--- config.mk ---
export PLATFORM = sky130hd
export DESIGN_NAME = sag_peak_detector
export DESIGN_NICKNAME = d
export VERILOG_FILES = /design/src/sag_peak_pkg.sv /design/src/sag_peak_detector.sv
export VERILOG_INCLUDE_DIRS = /design/src
export SDC_FILE = /design/constraint.sdc
export NUM_CORES = 1
export LEC_CHECK = 0
export ABC_AREA = 1
export BUFFER_PORTS_ARGS = -buffer_cell sky130_fd_sc_hd__buf_2
export CAP_MARGIN = 20
export CORE_MARGIN = 2
export CORE_UTILIZATION = 38
export DETAILED_ROUTE_END_ITERATION = 16
export GPL_TIMING_DRIVEN = 0
export PLACE_DENSITY = 0.61
export SLEW_MARGIN = 20
export SYNTH_ARGS = -nofsm -noshare
export SYNTH_HDL_FRONTEND = slang
export SYNTH_SLANG_ARGS = --single-unit
--- constraint.sdc ---
create_clock -name ref_clk -period 23.2 [get_ports ref_clk]
set_input_delay 3.48 -clock ref_clk [delete_from_list [all_inputs] [get_ports ref_clk]]
set_output_delay 3.48 -clock ref_clk [all_outputs]
set_load 0.05 [all_outputs]
--- src/sag_peak_defs.svh ---
// Register offsets, field positions and shared constants for the sag and peak detector
`ifndef SAG_PEAK_DEFS_SVH
`define SAG_PEAK_DEFS_SVH

`define ADDR_CURRENT_PEAK 16'hE500
`define ADDR_VOLTAGE_PEAK 16'hE501
`define ADDR_SAG_LEVEL 16'hE509
`define ADDR_PHASE_STATUS 16'hE600
`define ADDR_MEAS_MODE 16'hE700
`define ADDR_ACCUM_MODE 16'hE701
`define ADDR_PEAK_CYC 16'hE703
`define ADDR_SAG_CYC 16'hE704
`define ADDR_EVENT_STATUS 16'hE5F0
`define ADDR_EVENT_MASK 16'hE5F1

`define STAT_SAG_BIT 16
`define STAT_PKI_BIT 23
`define STAT_PKV_BIT 24
`define FLAG_SAG 2
`define FLAG_PKI 1
`define FLAG_PKV 0

`define SAG_STYLE_BIT 6
`define PEAK_PHASE_SELECT_LSB 2
`define PEAK_PHASE_SELECT_MSB 4
`define PH_SAG_LSB 12
`define PEAK_PH_LSB 24

`define SAG_LVL_OFF 24'h000001
`define CNT_ZERO 8'h00
`define CNT_ONE 8'h01
`define READ_ZERO 32'h00000000

`endif

--- src/sag_peak_pkg.sv ---
// Types shared by the sag and peak detector
`default_nettype none
package sag_peak_pkg;

    typedef struct packed {
        logic [26:0] ipk;
        logic [26:0] vpk;
        logic [23:0] sag_threshold_level;
        logic [7:0] measurement_mode_config;
        logic [7:0] accumulation_mode_config;
        logic [7:0] peak_halfcycle_count;
        logic [7:0] sag_halfcycle_count;
        logic [2:0] status;
        logic [2:0] mask;
        logic [2:0] sag_state;
        logic [2:0][7:0] sag_cnt;
        logic [2:0] below;
        logic [2:0] above;
        logic [7:0] pk_cnt;
        logic [23:0] imax;
        logic [2:0] iph;
        logic [23:0] vmax;
        logic [2:0] vph;
        logic [31:0] rdata;
        logic irq_n;
    } state_t;

endpackage
`default_nettype wire

--- src/sag_peak_detector.sv ---
// Voltage sag detection and current/voltage peak capture with event interrupt
`timescale 1ns/1ps
`default_nettype none
`include "sag_peak_defs.svh"

// How it works
// Style 0: sag flag set when a phase stays below level a full period.
// Style 1: sag flag set only after a phase went below then rose above.
// Per-phase sag state bits 14..12 follow below/above over each period.
// Clearing the sag flag releases the interrupt, leaves phase sag bits alone.
// Style 0: another full period below sets the flag again.
// Style 1: staying below never re-flags; rising above flags and clears state.
// Period length is the 8-bit sag half-cycle count; zero disables.
// Masked sag flag pulls the interrupt low at once; write one clears.
// Half-cycle counter runs free; sag count write with level set restarts it.
// Level compared to absolute filter output; level 0 or 1 never triggers.
// Sag level reads back as 32 bits with upper eight bits zero.
// Max absolute current and voltage over the peak period kept in low 24 bits.
// Peak phase select bits 4..2 of mode register choose monitored phases.
// Zero crossings of every selected phase advance the peak counter.
// Bits 26..24 of each peak register mark the latest peak phase one-hot.
// Peak value and phase update at period end, then hold all next period.
// Period end sets current and voltage peak flags; masked flags interrupt.
// Peak count write with phases selected restarts the peak counter.
// Host sets style and mask, reads status then phase bits, then clears.
// Host reads the peak register right after status, then clears flag.
// Interrupt stays low while any masked flag is set.
// Each half line cycle counts on the phase zero-crossing pulse.
module sag_peak_detector (
    input wire logic ref_clk,
    input wire logic rst,
    input wire logic sample_valid,
    input wire logic [2:0][23:0] volt_hpf,
    input wire logic [2:0][23:0] curr_hpf,
    input wire logic [2:0] zx_volt,
    input wire logic [15:0] reg_addr,
    input wire logic reg_wr,
    input wire logic reg_rd,
    input wire logic [31:0] reg_wdata,
    output logic [31:0] reg_rdata,
    output logic event_irq_line_n
);

    sag_peak_pkg::state_t q;
    sag_peak_pkg::state_t d;
    logic pk_end;
    logic sag_set;

    // Two's complement magnitude, saturating the most negative code
    function automatic logic [23:0] abs24(input logic [23:0] x);
        logic [23:0] r;
        r = x[23] ? (~x + 24'h000001) : x;
        if (r[23]) begin
            r = 24'h7FFFFF;
        end
        return r;
    endfunction

    function automatic logic [1:0] count3(input logic [2:0] x);
        return {1'b0, x[0]} + {1'b0, x[1]} + {1'b0, x[2]};
    endfunction

    // Flag triple placed at its event status bit positions
    function automatic logic [31:0] flags32(input logic [2:0] f);
        logic [31:0] r;
        r = `READ_ZERO;
        r[`STAT_SAG_BIT] = f[`FLAG_SAG];
        r[`STAT_PKI_BIT] = f[`FLAG_PKI];
        r[`STAT_PKV_BIT] = f[`FLAG_PKV];
        return r;
    endfunction

    logic wr_status;
    logic wr_sag_halfcycle_count;
    logic wr_peak_halfcycle_count;
    logic sag_on;
    logic [2:0] peak_sel;
    logic [1:0] zx_inc;

    assign wr_status = reg_wr && (reg_addr == `ADDR_EVENT_STATUS);
    assign wr_sag_halfcycle_count = reg_wr && (reg_addr == `ADDR_SAG_CYC);
    assign wr_peak_halfcycle_count = reg_wr && (reg_addr == `ADDR_PEAK_CYC);
    assign sag_on = (q.sag_threshold_level > `SAG_LVL_OFF) && (q.sag_halfcycle_count != `CNT_ZERO);
    assign peak_sel = q.measurement_mode_config[`PEAK_PHASE_SELECT_MSB:`PEAK_PHASE_SELECT_LSB];
    assign zx_inc = count3(zx_volt & peak_sel);

    always_comb begin
        logic [23:0] a;
        logic [8:0] pk_sum;
        d = q;
        sag_set = 1'b0;
        pk_end = 1'b0;
        a = 24'h000000;
        pk_sum = {1'b0, q.pk_cnt} + {7'h00, zx_inc};

        // Software writes; flag clears go first so a same-cycle event wins
        if (reg_wr) begin
            case (reg_addr)
                `ADDR_SAG_LEVEL: begin
                    d.sag_threshold_level = reg_wdata[23:0];
                end
                `ADDR_MEAS_MODE: begin
                    d.measurement_mode_config = reg_wdata[7:0];
                end
                `ADDR_ACCUM_MODE: begin
                    d.accumulation_mode_config = reg_wdata[7:0];
                end
                `ADDR_PEAK_CYC: begin
                    d.peak_halfcycle_count = reg_wdata[7:0];
                end
                `ADDR_SAG_CYC: begin
                    d.sag_halfcycle_count = reg_wdata[7:0];
                end
                `ADDR_EVENT_STATUS: begin
                    d.status[`FLAG_SAG] = q.status[`FLAG_SAG] & ~reg_wdata[`STAT_SAG_BIT];
                    d.status[`FLAG_PKI] = q.status[`FLAG_PKI] & ~reg_wdata[`STAT_PKI_BIT];
                    d.status[`FLAG_PKV] = q.status[`FLAG_PKV] & ~reg_wdata[`STAT_PKV_BIT];
                end
                `ADDR_EVENT_MASK: begin
                    d.mask[`FLAG_SAG] = reg_wdata[`STAT_SAG_BIT];
                    d.mask[`FLAG_PKI] = reg_wdata[`STAT_PKI_BIT];
                    d.mask[`FLAG_PKV] = reg_wdata[`STAT_PKV_BIT];
                end
                default: begin
                    d.sag_threshold_level = q.sag_threshold_level;
                end
            endcase
        end

        // Sag tracking per phase
        for (int p = 0; p < 3; p++) begin
            a = abs24(volt_hpf[p]);
            if (sample_valid && sag_on) begin
                if (a < q.sag_threshold_level) begin
                    d.above[p] = 1'b0;
                end else begin
                    d.below[p] = 1'b0;
                end
            end
            // Counter keeps running with the level off; only the verdict is gated
            if (zx_volt[p] && q.sag_halfcycle_count != `CNT_ZERO) begin
                if (q.sag_cnt[p] >= q.sag_halfcycle_count - `CNT_ONE) begin
                    d.sag_cnt[p] = `CNT_ZERO;
                    if (d.below[p] && sag_on) begin
                        d.sag_state[p] = 1'b1;
                        if (!q.accumulation_mode_config[`SAG_STYLE_BIT]) begin
                            sag_set = 1'b1;
                        end
                    end else if (d.above[p] && sag_on) begin
                        if (q.sag_state[p] && q.accumulation_mode_config[`SAG_STYLE_BIT]) begin
                            sag_set = 1'b1;
                        end
                        d.sag_state[p] = 1'b0;
                    end
                    d.below[p] = 1'b1;
                    d.above[p] = 1'b1;
                end else begin
                    d.sag_cnt[p] = q.sag_cnt[p] + `CNT_ONE;
                end
            end
        end
        if (sag_set) begin
            d.status[`FLAG_SAG] = 1'b1;
        end

        // Running peaks over selected phases
        for (int p = 0; p < 3; p++) begin
            if (sample_valid && peak_sel[p]) begin
                a = abs24(curr_hpf[p]);
                if (a > d.imax) begin
                    d.imax = a;
                    d.iph = 3'(1 << p);
                end
                a = abs24(volt_hpf[p]);
                if (a > d.vmax) begin
                    d.vmax = a;
                    d.vph = 3'(1 << p);
                end
            end
        end
        if (zx_inc != 2'b00 && q.peak_halfcycle_count != `CNT_ZERO) begin
            if (pk_sum >= {1'b0, q.peak_halfcycle_count}) begin
                pk_end = 1'b1;
                d.pk_cnt = `CNT_ZERO;
                d.ipk = {d.iph, d.imax};
                d.vpk = {d.vph, d.vmax};
                d.imax = 24'h000000;
                d.iph = 3'b000;
                d.vmax = 24'h000000;
                d.vph = 3'b000;
                d.status[`FLAG_PKI] = 1'b1;
                d.status[`FLAG_PKV] = 1'b1;
            end else begin
                d.pk_cnt = pk_sum[7:0];
            end
        end

        // Count restarts so the first result spans a full period
        if (wr_sag_halfcycle_count && q.sag_threshold_level != 24'h000000) begin
            d.sag_cnt = '0;
            d.below = 3'b111;
            d.above = 3'b111;
        end
        if (wr_peak_halfcycle_count && peak_sel != 3'b000) begin
            d.pk_cnt = `CNT_ZERO;
            d.imax = 24'h000000;
            d.iph = 3'b000;
            d.vmax = 24'h000000;
            d.vph = 3'b000;
        end

        // Read data is captured on the strobe and held
        if (reg_rd) begin
            case (reg_addr)
                `ADDR_CURRENT_PEAK: d.rdata = {5'h00, q.ipk};
                `ADDR_VOLTAGE_PEAK: d.rdata = {5'h00, q.vpk};
                `ADDR_SAG_LEVEL: d.rdata = {8'h00, q.sag_threshold_level};
                `ADDR_PHASE_STATUS: d.rdata = 32'(q.sag_state) << `PH_SAG_LSB;
                `ADDR_MEAS_MODE: d.rdata = {24'h000000, q.measurement_mode_config};
                `ADDR_ACCUM_MODE: d.rdata = {24'h000000, q.accumulation_mode_config};
                `ADDR_PEAK_CYC: d.rdata = {24'h000000, q.peak_halfcycle_count};
                `ADDR_SAG_CYC: d.rdata = {24'h000000, q.sag_halfcycle_count};
                `ADDR_EVENT_STATUS: d.rdata = flags32(q.status);
                `ADDR_EVENT_MASK: d.rdata = flags32(q.mask);
                default: d.rdata = `READ_ZERO;
            endcase
        end

        // Line follows next flag state, so it falls with the flag edge
        d.irq_n = ~|(d.status & d.mask);
    end

    always_ff @(posedge ref_clk) begin
        if (rst) begin
            q <= '0;
            q.irq_n <= 1'b1;
        end else begin
            q <= d;
        end
    end

    assign reg_rdata = q.rdata;
    assign event_irq_line_n = q.irq_n;
endmodule
`default_nettype wire

# After elaboration in Yosys (flattened, before gate mapping)
# Index checks and enable logic that the tools add are counted.
# totals
register_bits	244
elab_cells	207
# classes
add_sub_neg	13
order_cmp	14
eq_ne	10
mux	89
bitwise_logic	14
n_reduce_logical	43
# ops
op	count
$mux W24	12
$mux W54	5
$pmux W27 S10	1
$mux W27	6
$eq A16 B16 Y1 const B	10
$add A24 B1 Y24 const B	6
$gt A24 B24 Y1	6
$not A24 Y24	6
$mux W23	6
$lt A23 B24 Y1	3
$mux W1	49
$mux W8	4
$add A8 B1 Y8 const B	3
$ge A8 B8 Y1	3
$gt A24 B1 Y1 const B	1
$reduce_bool A24 Y1	1
$logic_and A1 B1 Y1	22
$reduce_bool A8 Y1	2
$mux W6	2
$reduce_and A2 Y1	6
$add A8 B2 Y9	1
$ge A9 B8 Y1	1
$reduce_and A3 Y1	3
$reduce_bool A2 Y1	4
other kinds (12)	20

# Longest topological paths before layout
# depth
depth_word	26
ltp_mapped	60
mapped_depth_nobuf	58

# Least setup slack after synthesis
# No wires, ideal clock.
# synth_path
path_type	input -> register
start	input volt_hpf[0] (netlist name)
end	register q[216] (netlist name)
setup_ns	0.113
arrival_time_ns	9.587
required_time_ns	23.087
path_slack_ns	13.500
cell_stages	49
path_buffers	4
cell_sequence	inv_1 ha_1 inv_1 nor3_2 nand4_1 nor3_1 nand3_1 nand2_1 nor2_1 nor3_1 inv_1 ha_1 nand2_1 nor3_1 a31oi_1 nand2_2 inv_1 buf_2 (+13 left out) inv_1 ha_1 a21oi_1 o21ai_0 nand4_1 o211ai_1 a21oi_1 o21ai_0 nand2_1 nand2_1 nand2_1 nand2_1 nand2_1 clkbuf_1 buf_2 nand2_1 o21ai_1 inv_1
# synth_between
elab_chain_cells	14
# synth_lines
item	line	source
from (decl)	sag_peak_detector.sv:33	input wire logic [2:0][23:0] volt_hpf,
$not A24 Y24	sag_peak_detector.sv:52	r = x[23] ? (~x + 24'h000001) : x;
$add A24 B1 Y24	sag_peak_detector.sv:52	
$mux W24 (*)	sag_peak_detector.sv:52	
$mux W23 (*)	sag_peak_detector.sv:53	if (r[23]) begin
$mux W24 (*)	sag_peak_detector.sv:168	if (sample_valid && peak_sel[p]) begin
$gt A24 B24 Y1	sag_peak_detector.sv:175	if (a > d.vmax) begin
$mux W27 (*)	sag_peak_detector.sv:175	
$mux W54 (*)	sag_peak_detector.sv:168	
$gt A24 B24 Y1	sag_peak_detector.sv:175	
$mux W27	sag_peak_detector.sv:175	
$mux W54 (*)	sag_peak_detector.sv:168	
$gt A24 B24 Y1	sag_peak_detector.sv:175	
$mux W27	sag_peak_detector.sv:175	
$mux W54 (*)	sag_peak_detector.sv:168	
to (decl)	sag_peak_detector.sv:44	sag_peak_pkg::state_t q;
# Mark *: on every way between the ends. The rest lies on a longest branch, timed or not. The select of a mux whose other input is x is not followed.
# A chain may end at the register's enable or synchronous reset.

# Worst setup path in the final report
# layout_path
start	input volt_hpf[0] (netlist name)
end	register q[193] (netlist name)
# Same word-level chain as after synthesis.

==> flow_metrics.env <==
export IMPL_ys_flop_type="dfxtp_1"
export IMPL_reg2reg_to="q[193]"
export IMPL_wl_per_cell_um=17.26
export IMPL_top_layer_used="met4"
export IMPL_yosysWarnings=0
export IMPL_vias=23457
export IMPL_met2_length_um=37170
export IMPL_cts_buffers=29
export IMPL_die_area_um2=59670
export IMPL_tritoncts="built"
export IMPL_clock_latency_ns=0.58
export IMPL_n_antenna_cell=0
export IMPL_drv_cap=0
export IMPL_setup_slack_ns=11.74
export IMPL_dpl_worst_slack_ns=11.35
export IMPL_synth_edf_count=0
export IMPL_firstDrtPassIters=6
export IMPL_fin_util=0.4364
export IMPL_hp_class="flop to flop"
export IMPL_die_h_um=244.3
export IMPL_fmax_mhz=87.23
export IMPL_crit_family="simple AND/OR/NAND/NOR gates"
export IMPL_period_minus_slack_ns=11.46
export IMPL_slowest_stage="nor4_1"
export IMPL_finalSetupViolCount=0
export IMPL_synth_commonest_cells="877 x nand2_1, 521 x inv_1, 351 x nor2_1, 316 x a21oi_1, 249 x ha_1"
export IMPL_ys_async_sr_fraction=0
export IMPL_outcome="complete, no violations"
export IMPL_path_common_cell="nand2_1"
export IMPL_reg2reg_from="q[39]"
export IMPL_ctsRootBufferMaster="clkbuf_16"
export IMPL_p_leak_nw=11.85
export IMPL_overflow=0
export IMPL_grt_pass1_wl_um=119400
export IMPL_drv_slew=0
export IMPL_path_clk_slew_ns=0.06
export IMPL_drtIter0Drc=1905
export IMPL_tns_ns=0
export IMPL_wl_um=78700
export IMPL_grt_max_degree=15
export IMPL_finalHoldViolCount=0
export IMPL_holdCritStartpoint="q[157]"
export IMPL_drtAntennaViolNets=0
export IMPL_synth_most_common_cell="nand2_1"
export IMPL_track_usage=0.2551
export IMPL_holdPathStages=2
export IMPL_core_area_um2=57370
export IMPL_cp_start_kind="input port"
export IMPL_path_max_fanout=10
export IMPL_grt_pass1_vias=21417
export IMPL_cts_resized=0
export IMPL_place_gp_congestion=0.9677
export IMPL_avgSynthCellArea_um2=6.224
export IMPL_vdd_drop_max_mv=0.04230
export IMPL_ys_ff_latch=239
export IMPL_synth_area_leaders="dfxtp_1 22%, nand2_1 15%, ha_1 14%"
export IMPL_dr_wl_met3_um=4372
export IMPL_antenna_found_initial=0
export IMPL_finalCritPeriodShare=0.4941
export IMPL_syn2layout_area_growth_pct=14.10
export IMPL_yosysTopAreaCellShare=0.2181
export IMPL_slew_headroom=0.3519
export IMPL_rsz0062_at_grt="false"
export IMPL_worst_path_largest_cell_delay_ns=0.44
export IMPL_crit_buf_inv=13
export IMPL_worst_pin_slew_ns=0.9633
export IMPL_drive_gt1_frac=0.1033
export IMPL_ys_types=60
export IMPL_pwr_density_cell_nw_per_um2=45.18
export IMPL_viasPerCell=5.144
export IMPL_seq_area_frac_synth=0.2181
export IMPL_critPathCaptureType="flop"
export IMPL_post_route_drc_count=0
export IMPL_std_cell_rows=88
export IMPL_synth_largest_area_cell="dfxtp_1"
export IMPL_pin_count=233
export IMPL_cp_arrival_ns=11.95
export IMPL_cp_required_ns=23.69
export IMPL_met1_length_um=34320
export IMPL_fin_skew_ns=0.05095
export IMPL_dp_hpwl_um=65450
export IMPL_dieWidth_um=244.3
export IMPL_ctsLongestPathBuffers=3
export IMPL_cts_max_level=1
export IMPL_initial_core_util=0.3824
export IMPL_ff2ff_setup_slack_ns=16.12
export IMPL_crit_type="input port to flop"
export IMPL_clkSinkCount=239
export IMPL_post_cts_buffers=0
export IMPL_final_nets=4226
export IMPL_synthCells=3525
export IMPL_postCtsHoldBufs=0
export IMPL_port_buffers=215
export IMPL_r2r_cells=42
export IMPL_syn_area_um2=21940
export IMPL_holdPathEnd="q[157]"
==> cell families (layout without fill, tap and decap cells) <==
group,count (synthesis),count (layout),share of synthesized area
other,1,5,0.0001709
xor gates and xnor gates,74,74,0.02954
adders and majority gates,251,251,0.1438
AOI/OAI and AO/OA,678,678,0.1758
buffers and inverters,674,940,0.1233
and+or+nand+nor,1608,1608,0.3093
DFF,239,239,0.2181
==> cell type report <==
cell class	instances	area, um^2
Timing Repair Buffer	215	1076
Sequential cell	239	4785
Inverter	536	2012
Multi-Input combinational cell	2616	14460
Clock inverter	15	252.7
Fill cell	6275	32330
Clock buffer	36	792.0
Tap cell	765	957.2
Buffer	138	693.2
==> flip-flops by register name (all words and copies together) (netlist names) <==
register	flops
event_irq_line_n	1
reg_rdata	27
peak_sel	3
q	208
==> report_power, final <==
part	internal (W)	switching (W)	total, W
clock network	0.000310	0.000193	0.000503
registers	0.000410	0.00000000181	0.000410
logic	0.0000792	0.000139	0.000218
total	0.000799	0.000332	0.00113
==> metrics by stage <==
| step | instance area, um^2 | power (W) | hold slack [ns] | std cells |
|---|---|---|---|---|
| final | 25030 | 0.001131 | 0.4527 | 4560 |
| after global routing | 25030 | 0.001180 | 0.4782 | 4560 |
| after CTS | 25030 | 0.001134 | 0.4575 | 4560 |
| after detailed placement | 23990 | 0.0006353 | 0.4481 | 4509 |
| after global placement | 23990 | 0.0006335 | 0.4469 | 4509 |
| after floorplan | 21950 | 0.0005626 | 0.4297 | 3529 |
==> routing by layer <==
metal | global-route usage | vias up
met5 | 0 | -
met4 | 0.08519 | 0
met3 | 0.02392 | 111
met2 | 0.4415 | 690
met1 | 0.3316 | 10603
li1 | - | 12053
==> cell usage in the layout, fill, tap and decap left out, drive strengths merged, types with 11 or more instances in the layout <==
master and count:
nand2 893, o221ai 14, ha 249, inv 534, clkinv 11, or2 11
a211oi 44, o21ai 195, clkbuf 107, dfxtp 239, xor2 58, a21oi 316
nand3 195, o211ai 13, nor4 19, o31ai 12, nor3 52, xnor2 16
o22ai 33, buf 282, nor2 362, nand4 58
==> worst min-delay path, stage by stage, from the launching register on <==
cell	delay (ns)
dfxtp_1	0.30
inv_1	0.06
a21oi_1	0.05
==> worst max path at each step <==
stage / start / end / slack (ns) / cells past startpoint
final: volt_hpf[0] / q[193] / 11.74 / 52
after global routing: volt_hpf[0] / q[214] / 10.70 / 49
after CTS: volt_hpf[0] / q[216] / 11.91 / 50
after detailed placement: volt_hpf[0] / q[216] / 11.35 / 50
after global placement: volt_hpf[0] / q[216] / 11.35 / 51
after floorplan: volt_hpf[0] / q[216] / 13.50 / 49
Power figures use the tool's default switching activity.
